<file path="src/rtl/acr_pkg.sv">
// Package of offsets, field layouts and reset values for the channel config bank
package acr_pkg;

    localparam logic [7:0] ACR_PAGE_ZERO        = 8'h00;

    localparam logic [7:0] ACR_OFS_CH1_GAIN_TRIM = 8'h3f;
    localparam logic [7:0] ACR_OFS_CH1_PHASE     = 8'h40;
    localparam logic [7:0] ACR_OFS_CH2_INPUT     = 8'h41;
    localparam logic [7:0] ACR_OFS_CHAN_TWO_ANALOG_GAIN      = 8'h42;
    localparam logic [7:0] ACR_OFS_CH2_VOLUME    = 8'h43;

    localparam logic [7:0] ACR_RST_CH1_GAIN_TRIM = 8'h80;
    localparam logic [7:0] ACR_RST_CH1_PHASE     = 8'h00;
    localparam logic [7:0] ACR_RST_CH2_INPUT     = 8'h00;
    localparam logic [7:0] ACR_RST_CHAN_TWO_ANALOG_GAIN      = 8'h00;
    localparam logic [7:0] ACR_RST_CH2_VOLUME    = 8'hc9;

    // Gain trim field, upper nibble
    localparam int         ACR_TRIM_LSB          = 4;
    localparam int         ACR_TRIM_MSB          = 7;
    localparam logic [3:0] ACR_TRIM_ZERO_CODE    = 4'h8;

    // Input configuration fields
    localparam int         ACR_INTYP_BIT         = 7;
    localparam int         ACR_INSRC_LSB         = 5;
    localparam int         ACR_INSRC_MSB         = 6;
    localparam int         ACR_COUPLE_BIT        = 4;
    localparam int         ACR_IMP_LSB           = 2;
    localparam int         ACR_IMP_MSB           = 3;
    localparam int         ACR_RANGE_EN_BIT      = 0;

    // Analog gain field
    localparam int         ACR_GAIN_LSB          = 2;
    localparam int         ACR_GAIN_MSB          = 7;
    localparam logic [5:0] ACR_GAIN_MAX_CODE     = 6'h2a;

    // Digital volume
    localparam logic [7:0] ACR_VOL_MUTE_CODE     = 8'h00;
    localparam logic [8:0] ACR_VOL_ZERO_CODE     = 9'h0c9;

    typedef enum logic [1:0] {
        ACR_SRC_ANALOG_DIFF,
        ACR_SRC_ANALOG_SE,
        ACR_SRC_PDM,
        ACR_SRC_RESERVED
    } acr_src_t;

    typedef enum logic [1:0] {
        ACR_IMP_2K5,
        ACR_IMP_10K,
        ACR_IMP_20K,
        ACR_IMP_RESERVED
    } acr_imp_t;

endpackage

</file>
<file path="src/rtl/acr_phase_delay.sv">
// Programmable delay line counted in modulator clock ticks
`timescale 1ns/10ps
module acr_phase_delay #(
    parameter int W     = 1,
    parameter int DEPTH = 256
) (
    input  wire logic                     mclk,
    input  wire logic                     rst,
    input  wire logic                     tick,
    input  wire logic [$clog2(DEPTH)-1:0] delay,
    input  wire logic [W-1:0]             din,
    output logic      [W-1:0]             dout
);
    localparam int AW = $clog2(DEPTH);

    // Storage has no reset; taps older than the fill point read stale data
    logic [W-1:0]  mem [DEPTH];
    logic [AW-1:0] wptr_r;
    logic [AW-1:0] wptr_nxt;
    logic [W-1:0]  dout_r;
    logic [W-1:0]  dout_nxt;
    logic [AW-1:0] rptr;

    always_comb begin
        rptr     = wptr_r - delay;
        wptr_nxt = wptr_r;
        dout_nxt = dout_r;
        if (tick) begin
            wptr_nxt = wptr_r + 1'b1;
            dout_nxt = (delay == '0) ? din : mem[rptr];
        end
    end

    always_ff @(posedge mclk) begin
        if (tick) begin
            mem[wptr_r] <= din;
        end
    end

    always_ff @(posedge mclk or posedge rst) begin
        if (rst) begin
            wptr_r <= '0;
            dout_r <= '0;
        end else begin
            wptr_r <= wptr_nxt;
            dout_r <= dout_nxt;
        end
    end

    assign dout = dout_r;

endmodule

</file>
<file path="src/rtl/acr_channel_regs.sv">
// Channel one trim and channel two input configuration register bank
`timescale 1ns/10ps
module acr_channel_regs
    import acr_pkg::*;
#(
    parameter int MOD_W = 1
) (
    input  wire logic              mclk,
    input  wire logic              rst,
    input  wire logic [7:0]        reg_page,
    input  wire logic [7:0]        reg_addr,
    input  wire logic              reg_wr,
    input  wire logic [7:0]        reg_wdata,
    input  wire logic              reg_rd,
    output logic      [7:0]        reg_rdata,
    output logic                   reg_rvalid,
    input  wire logic              range_mode_select,
    input  wire logic              mod_tick,
    input  wire logic [MOD_W-1:0]  chan_one_mod_in,
    output logic      [MOD_W-1:0]  chan_one_mod_out,
    input  wire logic [MOD_W-1:0]  chan_two_mod_in,
    input  wire logic              pdm_data_in_first,
    output logic                   pdm_clock_out,
    output logic      [MOD_W-1:0]  chan_two_mod_out,
    output logic signed [3:0]      chan_one_gain_trim,
    output logic                   chan_two_input_type,
    output acr_src_t               chan_two_input_source,
    output logic                   chan_two_gpio_must_release,
    output logic                   chan_two_coupling_select,
    output acr_imp_t               chan_two_impedance_select,
    output logic                   range_enhancer_en,
    output logic                   auto_level_control_en,
    output logic      [5:0]        chan_two_analog_gain,
    output logic                   chan_two_mute,
    output logic signed [8:0]      chan_two_volume
);

    // Register storage
    logic [3:0] trim_r;
    logic [3:0] trim_nxt;
    logic [7:0] phase_r;
    logic [7:0] phase_nxt;
    logic       intyp_r;
    logic       intyp_nxt;
    acr_src_t   src_r;
    acr_src_t   src_nxt;
    logic       couple_r;
    logic       couple_nxt;
    acr_imp_t   imp_r;
    acr_imp_t   imp_nxt;
    logic       range_en_r;
    logic       range_en_nxt;
    logic [5:0] gain_r;
    logic [5:0] gain_nxt;
    logic [7:0] vol_r;
    logic [7:0] vol_nxt;
    logic [7:0] rdata_r;
    logic [7:0] rdata_nxt;
    logic       rvalid_r;
    logic       rvalid_nxt;

    logic       page_hit;
    logic       wr_trim;
    logic       wr_phase;
    logic       wr_input;
    logic       wr_gain;
    logic       wr_vol;

    // Data path state
    logic [MOD_W-1:0] ch2_data_r;
    logic [MOD_W-1:0] ch2_data_nxt;
    logic             pdm_clk_r;
    logic             pdm_clk_nxt;

    // Decoded outputs, registered so no arithmetic reaches the pins
    logic signed [3:0] trim_db_r;
    logic signed [3:0] trim_db_nxt;
    logic              release_r;
    logic              release_nxt;
    logic              dc_r;
    logic              dc_nxt;
    logic              mute_r;
    logic              mute_nxt;
    logic signed [8:0] vol_db_r;
    logic signed [8:0] vol_db_nxt;
    logic              analog_nxt;

    // Reset images of the decodes, worked out from the field reset values
    localparam logic [3:0]        TRIM_RST    = ACR_RST_CH1_GAIN_TRIM[ACR_TRIM_MSB:ACR_TRIM_LSB];
    localparam logic [1:0]        SRC_RST     = ACR_RST_CH2_INPUT[ACR_INSRC_MSB:ACR_INSRC_LSB];
    localparam logic              ANALOG_RST  = (SRC_RST == ACR_SRC_ANALOG_DIFF)
                                                || (SRC_RST == ACR_SRC_ANALOG_SE);
    localparam logic signed [3:0] TRIM_DB_RST = signed'(TRIM_RST - ACR_TRIM_ZERO_CODE);
    localparam logic signed [8:0] VOL_DB_RST  = signed'({1'b0, ACR_RST_CH2_VOLUME}
                                                        - ACR_VOL_ZERO_CODE);

    // Address decode, page zero only
    always_comb begin
        page_hit = (reg_page == ACR_PAGE_ZERO);
        wr_trim  = reg_wr && page_hit && (reg_addr == ACR_OFS_CH1_GAIN_TRIM);
        wr_phase = reg_wr && page_hit && (reg_addr == ACR_OFS_CH1_PHASE);
        wr_input = reg_wr && page_hit && (reg_addr == ACR_OFS_CH2_INPUT);
        wr_gain  = reg_wr && page_hit && (reg_addr == ACR_OFS_CHAN_TWO_ANALOG_GAIN);
        wr_vol   = reg_wr && page_hit && (reg_addr == ACR_OFS_CH2_VOLUME);
    end

    // Register write next state
    always_comb begin
        trim_nxt     = trim_r;
        phase_nxt    = phase_r;
        intyp_nxt    = intyp_r;
        src_nxt      = src_r;
        couple_nxt   = couple_r;
        imp_nxt      = imp_r;
        range_en_nxt = range_en_r;
        gain_nxt     = gain_r;
        vol_nxt      = vol_r;
        if (wr_trim) begin
            trim_nxt = reg_wdata[ACR_TRIM_MSB:ACR_TRIM_LSB];
        end
        if (wr_phase) begin
            phase_nxt = reg_wdata;
        end
        if (wr_input) begin
            intyp_nxt    = reg_wdata[ACR_INTYP_BIT];
            couple_nxt   = reg_wdata[ACR_COUPLE_BIT];
            range_en_nxt = reg_wdata[ACR_RANGE_EN_BIT];
            // Reserved codes keep the old setting rather than reach the front end
            if (acr_src_t'(reg_wdata[ACR_INSRC_MSB:ACR_INSRC_LSB]) != ACR_SRC_RESERVED) begin
                src_nxt = acr_src_t'(reg_wdata[ACR_INSRC_MSB:ACR_INSRC_LSB]);
            end
            if (acr_imp_t'(reg_wdata[ACR_IMP_MSB:ACR_IMP_LSB]) != ACR_IMP_RESERVED) begin
                imp_nxt = acr_imp_t'(reg_wdata[ACR_IMP_MSB:ACR_IMP_LSB]);
            end
        end
        if (wr_gain) begin
            if (reg_wdata[ACR_GAIN_MSB:ACR_GAIN_LSB] <= ACR_GAIN_MAX_CODE) begin
                gain_nxt = reg_wdata[ACR_GAIN_MSB:ACR_GAIN_LSB];
            end
        end
        if (wr_vol) begin
            vol_nxt = reg_wdata;
        end
    end

    // Read mux; reserved bits and unmapped addresses return zero
    always_comb begin
        rvalid_nxt = reg_rd;
        rdata_nxt  = rdata_r;
        if (reg_rd) begin
            rdata_nxt = 8'h00;
            if (page_hit) begin
                case (reg_addr)
                    ACR_OFS_CH1_GAIN_TRIM: begin
                        rdata_nxt = {trim_r, 4'h0};
                    end
                    ACR_OFS_CH1_PHASE: begin
                        rdata_nxt = phase_r;
                    end
                    ACR_OFS_CH2_INPUT: begin
                        rdata_nxt = {intyp_r, src_r, couple_r, imp_r, 1'b0, range_en_r};
                    end
                    ACR_OFS_CHAN_TWO_ANALOG_GAIN: begin
                        rdata_nxt = {gain_r, 2'b00};
                    end
                    ACR_OFS_CH2_VOLUME: begin
                        rdata_nxt = vol_r;
                    end
                    default: begin
                        rdata_nxt = 8'h00;
                    end
                endcase
            end
        end
    end

    always_ff @(posedge mclk or posedge rst) begin
        if (rst) begin
            trim_r     <= ACR_RST_CH1_GAIN_TRIM[ACR_TRIM_MSB:ACR_TRIM_LSB];
            phase_r    <= ACR_RST_CH1_PHASE;
            intyp_r    <= ACR_RST_CH2_INPUT[ACR_INTYP_BIT];
            src_r      <= acr_src_t'(ACR_RST_CH2_INPUT[ACR_INSRC_MSB:ACR_INSRC_LSB]);
            couple_r   <= ACR_RST_CH2_INPUT[ACR_COUPLE_BIT];
            imp_r      <= acr_imp_t'(ACR_RST_CH2_INPUT[ACR_IMP_MSB:ACR_IMP_LSB]);
            range_en_r <= ACR_RST_CH2_INPUT[ACR_RANGE_EN_BIT];
            gain_r     <= ACR_RST_CHAN_TWO_ANALOG_GAIN[ACR_GAIN_MSB:ACR_GAIN_LSB];
            vol_r      <= ACR_RST_CH2_VOLUME;
            rdata_r    <= 8'h00;
            rvalid_r   <= 1'b0;
        end else begin
            trim_r     <= trim_nxt;
            phase_r    <= phase_nxt;
            intyp_r    <= intyp_nxt;
            src_r      <= src_nxt;
            couple_r   <= couple_nxt;
            imp_r      <= imp_nxt;
            range_en_r <= range_en_nxt;
            gain_r     <= gain_nxt;
            vol_r      <= vol_nxt;
            rdata_r    <= rdata_nxt;
            rvalid_r   <= rvalid_nxt;
        end
    end

    assign reg_rdata  = rdata_r;
    assign reg_rvalid = rvalid_r;

    // Channel one phase trim delay line
    acr_phase_delay #(
        .W     (MOD_W),
        .DEPTH (256)
    ) u_ch1_delay (
        .mclk  (mclk),
        .rst   (rst),
        .tick  (mod_tick),
        .delay (phase_r),
        .din   (chan_one_mod_in),
        .dout  (chan_one_mod_out)
    );

    // Channel two source select and PDM clock
    always_comb begin
        ch2_data_nxt = ch2_data_r;
        pdm_clk_nxt  = 1'b0;
        if (src_r == ACR_SRC_PDM) begin
            // Clock toggles per tick; data taken on the falling phase of the pin clock
            pdm_clk_nxt = mod_tick ? ~pdm_clk_r : pdm_clk_r;
            if (mod_tick && pdm_clk_r) begin
                ch2_data_nxt = {{(MOD_W-1){1'b0}}, pdm_data_in_first};
            end
        end else if (mod_tick) begin
            ch2_data_nxt = chan_two_mod_in;
        end
    end

    always_ff @(posedge mclk or posedge rst) begin
        if (rst) begin
            ch2_data_r <= '0;
            pdm_clk_r  <= 1'b0;
        end else begin
            ch2_data_r <= ch2_data_nxt;
            pdm_clk_r  <= pdm_clk_nxt;
        end
    end

    assign chan_two_mod_out = ch2_data_r;
    assign pdm_clock_out    = pdm_clk_r;

    // Decodes follow the next values so they move in step with their fields
    always_comb begin
        analog_nxt  = (src_nxt == ACR_SRC_ANALOG_DIFF) || (src_nxt == ACR_SRC_ANALOG_SE);
        trim_db_nxt = signed'(trim_nxt - ACR_TRIM_ZERO_CODE);
        release_nxt = analog_nxt;
        dc_nxt      = couple_nxt && analog_nxt;
        mute_nxt    = (vol_nxt == ACR_VOL_MUTE_CODE);
        vol_db_nxt  = signed'({1'b0, vol_nxt} - ACR_VOL_ZERO_CODE);
    end

    // A few extra flops buy glitch-free decodes for the analog front end
    always_ff @(posedge mclk or posedge rst) begin
        if (rst) begin
            trim_db_r <= TRIM_DB_RST;
            release_r <= ANALOG_RST;
            dc_r      <= ACR_RST_CH2_INPUT[ACR_COUPLE_BIT] && ANALOG_RST;
            mute_r    <= (ACR_RST_CH2_VOLUME == ACR_VOL_MUTE_CODE);
            vol_db_r  <= VOL_DB_RST;
        end else begin
            trim_db_r <= trim_db_nxt;
            release_r <= release_nxt;
            dc_r      <= dc_nxt;
            mute_r    <= mute_nxt;
            vol_db_r  <= vol_db_nxt;
        end
    end

    // Field decodes for the front end and gain stages
    assign chan_one_gain_trim         = trim_db_r;
    assign chan_two_input_type        = intyp_r;
    assign chan_two_input_source      = src_r;
    // Flag for the pin mux; the host still owns turning the GPIO functions off
    assign chan_two_gpio_must_release = release_r;
    assign chan_two_coupling_select   = dc_r;
    assign chan_two_impedance_select  = imp_r;
    // Range enables follow an outside level, so they stay combinational
    assign range_enhancer_en          = range_en_r && !range_mode_select;
    assign auto_level_control_en      = range_en_r && range_mode_select;
    assign chan_two_analog_gain       = gain_r;
    assign chan_two_mute              = mute_r;
    assign chan_two_volume            = vol_db_r;

endmodule

</file>
<file path="config.mk">
export PLATFORM = sky130hd
export DESIGN_NAME = acr_channel_regs
export DESIGN_NICKNAME = d
export VERILOG_FILES = /design/src/rtl/acr_pkg.sv /design/src/rtl/acr_phase_delay.sv /design/src/rtl/acr_channel_regs.sv
export SDC_FILE = /design/constraint.sdc
export NUM_CORES = 1
export LEC_CHECK = 0
export ABC_CLOCK_PERIOD_IN_PS = 10500
export BUFFER_PORTS_ARGS = -buffer_cell sky130_fd_sc_hd__buf_2
export CORE_MARGIN = 5
export CORE_UTILIZATION = 65
export DETAILED_ROUTE_END_ITERATION = 7
export PLACE_DENSITY = 0.95
export SYNTH_ARGS = -nofsm -noshare
export SYNTH_HDL_FRONTEND = slang
export SYNTH_SLANG_ARGS = --single-unit
</file>
<file path="constraint.sdc">
create_clock -name mclk -period 10.5 [get_ports mclk]
set_input_delay 1.575 -clock mclk [delete_from_list [all_inputs] [get_ports mclk]]
set_output_delay 1.575 -clock mclk [all_outputs]
set_load 0.03 [all_outputs]
</file>
==> results of run 1 <==
==> per-layer routing <==
metal  up-vias  global-route usage  part of all wire
li1       3901                   -                 -
met1      4591               0.358              0.33
met2       845               0.466              0.49
met3       173              0.0624              0.12
met4         0               0.147             0.058
met5         -                   0                 0
==> worst max path at each step <==
| stage | end | start | cells after the start |
|---|---|---|---|
| floorplan | chan_two_volume[7] | reg_page[5] | 8 |
| global placement | u_ch1_delay.dout | u_ch1_delay.wptr_r[0] | 13 |
| detailed placement | u_ch1_delay.dout | u_ch1_delay.wptr_r[0] | 13 |
| CTS | u_ch1_delay.dout | u_ch1_delay.wptr_r[0] | 13 |
| global route | u_ch1_delay.dout | u_ch1_delay.wptr_r[0] | 13 |
| finish | u_ch1_delay.dout | u_ch1_delay.wptr_r[0] | 13 |
==> Yosys cell counts, drive strengths merged (4+ instances only) <==
library cell	number	area [um^2]
nand4	4	25.0
o22ai	9	56.3
a22oi	5	37.5
dfstp	6	158
buf	20	130
nand3	28	140
nor2	285	1070
ha	13	163
mux2i	29	290
or2	4	25.0
dfrtp	60	1500
mux2	23	259
xor2	7	61.3
a21oi	5	25.0
nand2	40	150
xnor2	20	190
nor2b	14	87.6
nor3	4	31.3
o21ai	15	75.1
inv	31	116
a221oi	4	35.0
clkbuf	53	199
edfxtp	256	7690
mux4	76	1710
==> worst max-delay path: cells and delay by family, from the launching register on <==
kind	cells	cell delay, ns
muxes	4	1.57
buffers and inverters	3	1.27
adders and majority gates	2	0.62
DFF	1	0.47
AOI/OAI and AO/OA	2	0.27
and+or+nand+nor	1	0.20
xor gates and xnor gates	1	0.16
==> power by group <==
group / switching, uW / internal, uW / leakage, uW
sequential: 39.7 / 1400 / 0.00311
clock: 487 / 660 / 0.000512
combinational: 761 / 611 / 0.00198
total: 1290 / 2670 / 0.00560
==> cell type report <==
| type | instances | area, um^2 | area share |
|---|---|---|---|
| clock inverter | 18 | 175 | 0.0109 |
| timing repair buffer | 82 | 439 | 0.0273 |
| sequential | 322 | 9350 | 0.581 |
| inverter | 31 | 116 | 0.00723 |
| tap | 280 | 350 | 0.0218 |
| clock buffer | 40 | 873 | 0.0543 |
| multi-input combinational | 627 | 4790 | 0.298 |
==> sequential cells by signal, indices dropped and copies added, names as in the netlist, 2 cells and up <==
register and cells:
u_ch1_delay.wptr_r 8, chan_two_volume 9, chan_two_input_source 2, chan_one_gain_trim 4, reg_rdata 8, chan_two_analog_gain 6
vol_r 8, chan_two_impedance_select 2, u_ch1_delay.mem 256, phase_r 8
==> stage by stage <==
stage	power, uW	util
floorplan	2480	-
global placement	2720	0.685
detailed placement	2780	0.685
CTS	3940	0.733
global route	4100	0.733
finish	3960	0.733
==> kinds of logic (layout without fill, tap and decap cells) <==
kind of cell / after synthesis / in the layout / synth area share
compound gates: 56 / 56 / 0.0257
xor+xnor: 27 / 27 / 0.0173
fa+ha+maj: 14 / 14 / 0.0125
buf+inv: 104 / 171 / 0.0306
flops: 322 / 322 / 0.642
mux: 128 / 128 / 0.155
simple gates: 402 / 402 / 0.117
==> summary.txt, run 1 <==
Run status
  – Result of the run: complete, no violations

Synth
  – Share of flip-flops with an asynchronous set or reset: 0.205
  – Most common flop cell mapped by yosys: edfxtp_1
  – Yosys Warn Count: 0
  – Gate count after technology mapping: 1,053
  – Synthesized cell area: 14,600 um^2
  – Portion of the post-synthesis area used by sequential elements: 0.642
  – Count of flip-flops with a built-in enable after synthesis: 256
  – Flop and latch count out of synthesis: 322
  – Count of unique library cells instantiated by Yosys: 56
  – Average instance area after synthesis: 13.8 um^2
  – Synth Net Count: 1,100

Timing
  – Final clock period utilization by the worst path: 0.453
  – Hold violation total from the final report: 0
  – Shortest clock period the worst path allows after layout: 4.75 ns
  – Fin. max-slew vios: 0
  – Slew margin rel.: 0.301
  – Total negative setup slack: 0 ns
  – Upper clock frequency limit: 0.210 GHz
  – Worst hold slack after final layout: 0.526 ns
  – Worst path setup slack after routing: 5.75 ns
  – Count of endpoints failing setup in the final report: 0
  – Setup repair after global routing missed its margin: no
  – Transition at the pin with the smallest max-transition slack: 1.05 ns
  – Setup Skew: 0.0194 ns

GRT
  – Antenna violations before repair: 0
  – Remaining Overflow, GRT: 0
  – Largest net degree at the start of global routing: 134
  – Via count of the first global-routing pass: 9,812
  – Wire length of the first global-routing pass: 55.9 mm
  – Overall routing resource usage: 0.283

Worst hold path
  – Class of the tightest hold or removal check: reg -> reg
  – Worst hold path cell count: 2
  – Hold Crit Start: reg_rdata[2]
  – Endpoint, Worst Hold: reg_rdata[2]

Power and ir drop
  – Leakage power figure: 0.00560 uW
  – Power per unit of standard cell area: 246 nW/um^2
  – Maximum VDD drop: 0.184 mV

Clock tree
  – Post-CTS sizing: 0
  – Cts bufs inserted: 31
  – CTS root buf: clkbuf_16
  – Clock insertion delay at the later pin of the skew report: 0.58 ns
  – Clock net sink count: 322
  – Depth of the CTS H-tree: 1
  – Clock tree from TritonCTS: yes
  – Clock transition at the register clock pins on the worst setup and hold paths after CTS: 0.06 ns
  – Maximum clock insertion buffer count: 3
  – Count of hold-fix buffers inserted at cts: 0
  – Post-CTS setup repair buffer count: 0

Run
  – Max-cap violation count: 0

Final layout
  – Most frequent cells in the layout: nor2_1 (285), edfxtp_1 (256), mux4_2 (76), buf_2 (72), dfrtp_1 (60)
  – Number of nets in the finished design: 1,142
  – Number of antenna cells inserted: 0
  – Most common library cell in the layout ignoring fill and taps: nor2_1
  – Final Instance Count excl. Fillers: 1,400
  – Share of layout cells above drive strength 1: 0.223
  – Layout area overhead: 10.5%
  – Fill cell total of the finished layout: 1,211
  – Post-route cell area: 16,100 um^2

Worst setup path
  – Worst-case register-to-register setup slack: 5.75 ns
  – Kind of end point of the critical path: register
  – Master of the slowest instance on the critical path: buf_4
  – Data arrival time of the critical path: 5.17 ns
  – Worst R2R Path Depth: 13
  – Longest individual stage delay on the worst path: 0.70 ns
  – Highest net fanout along the worst path: 38
  – Crit path cell chain: inv_1 > ha_1 > fa_2 > xnor2_4 > buf_4 > buf_4 > mux4_2 > mux2i_1 > mux2i_1 > mux4_2 > a22oi_1 > and4bb_1 > o22ai_1
  – Classification of the worst setup path: reg -> reg
  – Startpoint of the worst register-to-register path: u_ch1_delay.wptr_r[0]
  – Required arrival time at the worst endpoint: 10.92 ns
  – Worst r2r dst: u_ch1_delay.dout
  – Element type at the critical path start: register

Placed design
  – Placed cell count: 1,342
  – Setup Slack @ Placement: 5.78 ns
  – GP Congestion: 0.834
  – Placement Cell Area: 15,000 um^2
  – Number of input and output port buffers inserted: 73
  – Half-perimeter wire length of the detailed placement result: 20.8 mm

Drt
  – First-pass iteration count of the detailed router: 7
  – Number of vias after detailed routing: 9,510
  – Sum of routed wire length over all layers: 35.7 mm
  – Remaining routing DRC violations: 0
  – Detail-routed net length per standard cell: 25.5 um
  – Iteration-0 DRC count of the detailed router: 1,492
  – Vias per cell: 6.79
  – Post-route antenna net violation count: 0

Die
  – Initial core utilization: 0.663
  – Die footprint: 25,500 um^2
  – Horizontal extent of the die: 160 um
  – I/O pins: 74
  – Core box area: 22,000 um^2
  – Vertical extent of the die: 160 um
  – Number of core rows: 54
(Power assumes the default switching activity.)
==> run 2: changes to the inputs <==
--- a/config.mk
+++ b/config.mk
@@ -5,12 +5,12 @@
 export SDC_FILE = /design/constraint.sdc
 export NUM_CORES = 1
 export LEC_CHECK = 0
-export ABC_CLOCK_PERIOD_IN_PS = 10500
+export ABC_CLOCK_PERIOD_IN_PS = 4700
 export BUFFER_PORTS_ARGS = -buffer_cell sky130_fd_sc_hd__buf_2
 export CORE_MARGIN = 5
-export CORE_UTILIZATION = 65
+export CORE_UTILIZATION = 61
 export DETAILED_ROUTE_END_ITERATION = 7
-export PLACE_DENSITY = 0.95
+export PLACE_DENSITY = 0.9
 export SYNTH_ARGS = -nofsm -noshare
 export SYNTH_HDL_FRONTEND = slang
 export SYNTH_SLANG_ARGS = --single-unit
==> constraint.sdc (replaced) <==
create_clock -name mclk -period 4.7 [get_ports mclk]
set_input_delay 0.705 -clock mclk [delete_from_list [all_inputs] [get_ports mclk]]
set_output_delay 0.705 -clock mclk [all_outputs]
set_load 0.03 [all_outputs]
==> run 2 against run 1 <==
Net effect: clock skew shrank 0.0065 ns; global-route usage shrank 3.4 points; cell count increased by 3.4%; sequential share of layout area shrank 0.51 points; wire length is 8.6% lower; via count shrank 5.0%; worst hold slack got worse by 0.11 ns; fmax is 22% higher; register-to-register slack got worse by 4.9 ns; largest cell class unchanged; first-iteration DRC count decreased by 36%; worst setup slack got worse by 4.9 ns; largest power group unchanged; combinational power up 120%.
==> summary.txt, run 2 (synthesized netlist as in run 1, its figures left out) <==
Clock tree
  – Depth of the CTS H-tree: 2 (+1)
  – Clock insertion delay at the later pin of the skew report: 0.52 ns (-0.06 ns)
  – CTS root buf: clkbuf_16
  – Clock net sink count: 322 (unchanged)
  – Maximum clock insertion buffer count: 3 (unchanged)
  – Clock tree from TritonCTS: yes
  – Clock transition at the register clock pins on the worst setup and hold paths after CTS: 0.06 ns (about the same)
  – Cts bufs inserted: 34 (+9.7%)
  – Count of hold-fix buffers inserted at cts: 0 (unchanged)
  – Post-CTS sizing: 0 (unchanged)
  – Post-CTS setup repair buffer count: 0 (unchanged)

Die
  – Number of core rows: 56 (+3.7%)
  – Die footprint: 27,100 um^2 (+6.1%)
  – Horizontal extent of the die: 164 um (+3.0%)
  – Vertical extent of the die: 164 um (+3.0%)
  – Initial core utilization: 0.620 (-0.0428)
  – Core box area: 23,500 um^2 (+6.9%)
  – I/O pins: 74 (unchanged)

Placed design
  – Half-perimeter wire length of the detailed placement result: 19.8 mm (-4.5%)
  – Placed cell count: 1,388 (+3.4%)
  – GP Congestion: 0.896 (+7.4%)
  – Number of input and output port buffers inserted: 73 (unchanged)
  – Placement Cell Area: 15,200 um^2 (+0.76%)

Final layout
  – Area used by sequential logic in the layout: 9350 um^2 (unchanged)
  – Number of antenna cells inserted: 0 (unchanged)
  – Number of flip-flops in the largest register: 256 (unchanged)
  – Share of layout cells above drive strength 1: 0.222 (-0.000894)
  – Post-route cell area: 16,200 um^2 (+0.88%)
  – Most frequent cells in the layout: nor2_1 (285), edfxtp_1 (256), mux4_2 (76), buf_2 (72), dfrtp_1 (60)
  – Register with the most flip-flops: u_ch1_delay.mem
  – Number of nets in the finished design: 1,152 (+0.88%)
  – Layout area overhead: 11.5%
  – Most common library cell in the layout ignoring fill and taps: nor2_1
  – Area of the multi-input gates: 4790 um^2 (unchanged)
  – Final Instance Count excl. Fillers: 1,448 (+3.4%)
  – Fill cell total of the finished layout: 1,495 (+23%)

Run
  – Max-cap violation count: 0 (unchanged)

Timing
  – Hold violation total from the final report: 0 (unchanged)
  – Transition at the pin with the smallest max-transition slack: 1.14 ns (+0.0938 ns)
  – Worst hold slack after final layout: 0.418 ns (-0.107 ns)
  – Count of endpoints failing setup in the final report: 0 (unchanged)
  – Setup repair after global routing missed its margin: no
  – Upper clock frequency limit: 0.256 GHz (+22%)
  – Shortest clock period the worst path allows after layout: 3.90 ns (-0.852 ns)
  – Setup Skew: 0.0129 ns (-0.00651 ns)
  – Total negative setup slack: 0 ns (unchanged)
  – Fin. max-slew vios: 0 (unchanged)
  – Slew margin rel.: 0.238 (-0.0625)
  – Final clock period utilization by the worst path: 0.830 (+0.377)

Run status
  – Result of the run: complete, no violations

Drt
  – Iteration-0 DRC count of the detailed router: 954 (-36%)
  – Detail-routed net length per standard cell: 22.6 um (-12%)
  – First-pass iteration count of the detailed router: 5 (-2)
  – Remaining routing DRC violations: 0 (unchanged)
  – Number of vias after detailed routing: 9,036 (-5.0%)
  – Post-route antenna net violation count: 0 (unchanged)
  – Vias per cell: 6.24 (-8.1%)
  – Sum of routed wire length over all layers: 32.7 mm (-8.6%)

GRT
  – Overall routing resource usage: 0.249 (-0.0343)
  – Largest net degree at the start of global routing: 150 (+12%)
  – Wire length of the first global-routing pass: 51.3 mm (-8.2%)
  – Antenna violations before repair: 0 (unchanged)
  – Via count of the first global-routing pass: 9,313 (-5.1%)
  – Remaining Overflow, GRT: 0 (unchanged)

Worst setup path
  – Worst r2r dst: u_ch1_delay.dout
  – Highest net fanout along the worst path: 40 (+5.3%)
  – Element type at the critical path start: register
  – Worst-case register-to-register setup slack: 0.80 ns (-4.95 ns)
  – Worst R2R Path Depth: 12 (-1)
  – Kind of end point of the critical path: register
  – Data arrival time of the critical path: 4.27 ns (-0.90 ns)
  – Startpoint of the worst register-to-register path: u_ch1_delay.wptr_r[0]
  – Classification of the worst setup path: reg -> reg
  – Required arrival time at the worst endpoint: 5.07 ns (-5.85 ns)

Worst hold path
  – Class of the tightest hold or removal check: in -> async

Power and ir drop
  – Maximum VDD drop: 0.427 mV (+130%)
  – Leakage power figure: 0.00566 uW (+1.1%)
  – Power per unit of standard cell area: 545 nW/um^2 (+120%)
  – Total Power: 8840 uW (+120%)
## run 2: changes by cell type in the layout (fill, tap and decap cells not counted)
| cell | delta |
|---|---|
| clkbuf_8 | -3 |
| buf_12 | +1 |
| buf_4 | +6 |
| clkinvlp_4 | -4 |
| clkinv_2 | -1 |
| bufinv_16 | -2 |
| clkbuf_1 | +3 |
| inv_6 | -1 |
| clkbuf_16 | +6 |
| clkbuf_4 | -1 |
| clkinv_1 | +5 |
## run 2: worst max path at each step
stage	startpoint	to	slack, ns	cells after the start
detailed placement	u_ch1_delay.wptr_r[0]	u_ch1_delay.dout	0.88	12
global route	u_ch1_delay.wptr_r[0]	u_ch1_delay.dout	0.64	12
CTS	u_ch1_delay.wptr_r[0]	u_ch1_delay.dout	0.80	12
global placement	u_ch1_delay.wptr_r[0]	u_ch1_delay.dout	0.95	12
floorplan	u_ch1_delay.wptr_r[0]	u_ch1_delay.dout	0.98	13
finish	u_ch1_delay.wptr_r[0]	u_ch1_delay.dout	0.80	12
## run 2: final cells by class
type / instances / share of cell area
clock buffer: 45 / 0.0608
clock inverter: 15 / 0.00555
inverter: 31 / 0.00717
multi-input combinational: 627 / 0.295
sequential: 322 / 0.576
tap: 319 / 0.0246
timing repair buffer: 89 / 0.0311
## run 2: metal layers
layer	part of all wire	wire [um]	vias up	track usage
met5	0	0	-	0
met4	0.031	1010	0	0.0885
met3	0.088	2860	96	0.0419
met2	0.51	16600	506	0.425
met1	0.37	12200	4503	0.327
li1	-	-	3931	-
## run 2: worst max-delay path, cell delays in order (launching register included)
cell      delay [ns]
dfrtp_1         0.45
inv_1           0.13
ha_1            0.21
fa_2            0.40
xnor2_4         0.24
buf_12          0.32
mux4_2          0.55
mux2i_1         0.33
mux2i_1         0.15
mux4_2          0.49
a22oi_1         0.18
and4bb_1        0.21
o22ai_1         0.07
## run 2: per-stage QoR
step | setup slack [ns] | util
4_1_cts | 0.798 | 0.691
6_report | 0.799 | 0.691
3_5_place_dp | 0.881 | 0.646
2_1_floorplan | 0.984 | -
5_1_grt | 0.636 | 0.691
3_3_place_gp | 0.950 | 0.646
## run 2: report_power, final
part / switching [uW] / leakage (uW) / internal [uW]
Sequential: 85.8 / 0.00311 / 3130
Clock: 1050 / 0.000534 / 1520
Combinational: 1630 / 0.00202 / 1410
Total: 2770 / 0.00566 / 6070
==> run 3: changes to the inputs <==
--- a/config.mk
+++ b/config.mk
@@ -5,7 +5,7 @@
 export SDC_FILE = /design/constraint.sdc
 export NUM_CORES = 1
 export LEC_CHECK = 0
-export ABC_CLOCK_PERIOD_IN_PS = 4700
+export ABC_CLOCK_PERIOD_IN_PS = 3800
 export BUFFER_PORTS_ARGS = -buffer_cell sky130_fd_sc_hd__buf_2
 export CORE_MARGIN = 5
 export CORE_UTILIZATION = 61
==> constraint.sdc (replaced) <==
create_clock -name mclk -period 3.8 [get_ports mclk]
set_input_delay 0.57 -clock mclk [delete_from_list [all_inputs] [get_ports mclk]]
set_output_delay 0.57 -clock mclk [all_outputs]
set_load 0.03 [all_outputs]
==> run 3 against run 2 <==
Net effect: worst hold slack worse by 0.13 ns; fmax is 6.8% higher; highest routed layer unchanged; combinational power is 36% higher; cell count is 0.62% higher; core utilization is 0.66 points higher; largest power group is now combinational cells; critical path depth stayed put; non-clock buffer count is 14 higher; critical endpoint unchanged; total power is 27% higher; clock-buffer cell count is 2 lower; wire length is 4.7% higher; sequential share of layout area is 0.55 points lower; global-route usage is 0.33 points higher.
==> summary.txt, run 3 (synthesized netlist as in run 1, its figures left out) <==
Run status
  – Result of the run: complete, no violations

Worst setup path
  – Highest net fanout along the worst path: 14 (-65%)
  – Required arrival time at the worst endpoint: 4.17 ns (-0.90 ns)
  – Worst r2r dst: u_ch1_delay.dout
  – Classification of the worst setup path: reg -> reg
  – Kind of end point of the critical path: register
  – Worst-case register-to-register setup slack: 0.15 ns (-0.65 ns)
  – Worst R2R Path Depth: 12 (unchanged)
  – Startpoint of the worst register-to-register path: phase_r[0]
  – Data arrival time of the critical path: 4.02 ns (-0.25 ns)
  – Element type at the critical path start: register

Final layout
  – Number of flip-flops in the largest register: 256 (unchanged)
  – Most frequent cells in the layout: nor2_1 (285), edfxtp_1 (256), mux4_2 (76), buf_2 (72), dfrtp_1 (60)
  – Layout area overhead: 12.5%
  – Post-route cell area: 16,400 um^2 (+0.96%)
  – Number of nets in the finished design: 1,166 (+1.2%)
  – Register with the most flip-flops: u_ch1_delay.mem
  – Final Instance Count excl. Fillers: 1,457 (+0.62%)
  – Most common library cell in the layout ignoring fill and taps: nor2_1
  – Share of layout cells above drive strength 1: 0.232 (+0.00967)
  – Number of antenna cells inserted: 0 (unchanged)

Drt
  – Detail-routed net length per standard cell: 23.5 um (+4.1%)
  – Vias per cell: 6.40 (+2.5%)
  – Sum of routed wire length over all layers: 34.2 mm (+4.7%)
  – First-pass iteration count of the detailed router: 6 (+1)
  – Post-route antenna net violation count: 0 (unchanged)
  – Number of vias after detailed routing: 9,319 (+3.1%)
  – Iteration-0 DRC count of the detailed router: 1,216 (+27%)
  – Remaining routing DRC violations: 0 (unchanged)

Timing
  – Fin. max-slew vios: 0 (unchanged)
  – Hold violation total from the final report: 0 (unchanged)
  – Transition at the pin with the smallest max-transition slack: 1.03 ns (-0.110 ns)
  – Slew margin rel.: 0.311 (+0.0725)
  – Total negative setup slack: 0 ns (unchanged)
  – Final clock period utilization by the worst path: 0.961 (+0.131)
  – Shortest clock period the worst path allows after layout: 3.65 ns (-0.249 ns)
  – Setup Skew: 0.0197 ns (+0.00675 ns)
  – Upper clock frequency limit: 0.274 GHz (+6.8%)
  – Count of endpoints failing setup in the final report: 0 (unchanged)

Run
  – Max-cap violation count: 0 (unchanged)

Clock tree
  – Clock net sink count: 322 (unchanged)
  – Clock transition at the register clock pins on the worst setup and hold paths after CTS: 0.06 ns (about the same)
  – Clock insertion delay at the later pin of the skew report: 0.52 ns (about the same)
  – Clock tree from TritonCTS: yes
  – Cts bufs inserted: 34 (unchanged)
  – Depth of the CTS H-tree: 2 (unchanged)
  – CTS root buf: clkbuf_16
  – Maximum clock insertion buffer count: 3 (unchanged)

Die
  – Vertical extent of the die: 164 um (unchanged)
  – Die footprint: 27,100 um^2 (unchanged)
  – Core box area: 23,500 um^2 (unchanged)
  – Number of core rows: 56 (unchanged)
  – Horizontal extent of the die: 164 um (unchanged)
  – I/O pins: 74 (unchanged)
  – Initial core utilization: 0.620 (unchanged)

Placed design
  – Half-perimeter wire length of the detailed placement result: 20.4 mm (+2.7%)
  – Placement Cell Area: 15,300 um^2 (+0.74%)
  – Placed cell count: 1,398 (+0.72%)
  – GP Congestion: 0.867 (-3.2%)
  – Number of input and output port buffers inserted: 73 (unchanged)

Power and ir drop
  – Leakage power figure: 0.00574 uW (+1.4%)
  – Total Power: 11,200 uW (+27%)
  – Maximum VDD drop: 0.418 mV (-2.1%)
  – Power per unit of standard cell area: 686 nW/um^2 (+26%)

Worst hold path
  – Worst hold path cell count: 1
  – Class of the tightest hold or removal check: in -> reg
  – Hold Crit Start: reg_rd
  – Endpoint, Worst Hold: reg_rvalid

GRT
  – Wire length of the first global-routing pass: 52.1 mm (+1.5%)
  – Remaining Overflow, GRT: 0 (unchanged)
  – Overall routing resource usage: 0.252 (+0.00326)
  – Antenna violations before repair: 0 (unchanged)
  – Largest net degree at the start of global routing: 141 (-6.0%)
  – Via count of the first global-routing pass: 9,430 (+1.3%)
## run 3: changes by cell type in the layout (fill, tap and decap cells not counted), sizes merged
cell	change
buf	+12
inv	+2
clkinv	-5
## run 3: critical path, cell delays in order (launching register included)
cell and delay [ns]:
dfrtp_1 0.42, ha_1 0.23, fa_2 0.41, xnor2_4 0.17, buf_12 0.15, buf_12 0.17
mux4_2 0.51, mux4_2 0.50, mux2_2 0.29, o211ai_1 0.19, a41o_1 0.16, and4bb_1 0.21
o22ai_1 0.07
## run 3: where the power goes
part	leakage (uW)	internal [uW]	switching, uW
Sequential	0.00311	3880	57.9
Clock	0.000515	1830	1330
Combinational	0.00212	1990	2150
## run 3: how the worst max path moves through the flow
stage	slack (ns)	cells past startpoint	from	end
global placement	0.24	12	u_ch1_delay.wptr_r[0]	u_ch1_delay.dout
CTS	0.1	11	phase_r[0]	u_ch1_delay.dout
global route	-0.005	14	u_ch1_delay.wptr_r[0]	u_ch1_delay.dout
floorplan	0.08	13	u_ch1_delay.wptr_r[0]	u_ch1_delay.dout
detailed placement	0.14	11	phase_r[0]	u_ch1_delay.dout
finish	0.15	12	phase_r[0]	u_ch1_delay.dout
## run 3: metrics by stage
step | utilization | setup WS [ns] | hold WS, ns
after detailed placement | 0.650 | 0.138 | 0.510
final | 0.698 | 0.148 | 0.289
after floorplan | - | 0.0841 | 0.486
after global routing | 0.698 | -0.00486 | 0.289
after CTS | 0.695 | 0.0974 | 0.277
after global placement | 0.650 | 0.235 | 0.486
## run 3: metal layers
layer | track usage | up-vias | share of wire
met5 | 0 | - | 0
met4 | 0.0817 | 0 | 0.026
met3 | 0.0477 | 89 | 0.10
met2 | 0.425 | 612 | 0.51
met1 | 0.336 | 4667 | 0.37
li1 | - | 3951 | -
## run 3: what timing repair did
| action | in CTS | in global routing |
|---|---|---|
| setup endpoints to repair | 0 | 1 |
| buffers inserted | 0 | 2 |
| resized for setup | 0 | 0 |
| hold buffers | 0 | 0 |
## run 3: final cells by class
class | count | area [um^2]
clock buffer | 43 | 947
clock inverter | 12 | 93.8
fill | 1449 | 7090
inverter | 31 | 116
multi-input combinational | 627 | 4790
sequential | 322 | 9350
tap | 319 | 399
timing repair buffer | 103 | 694
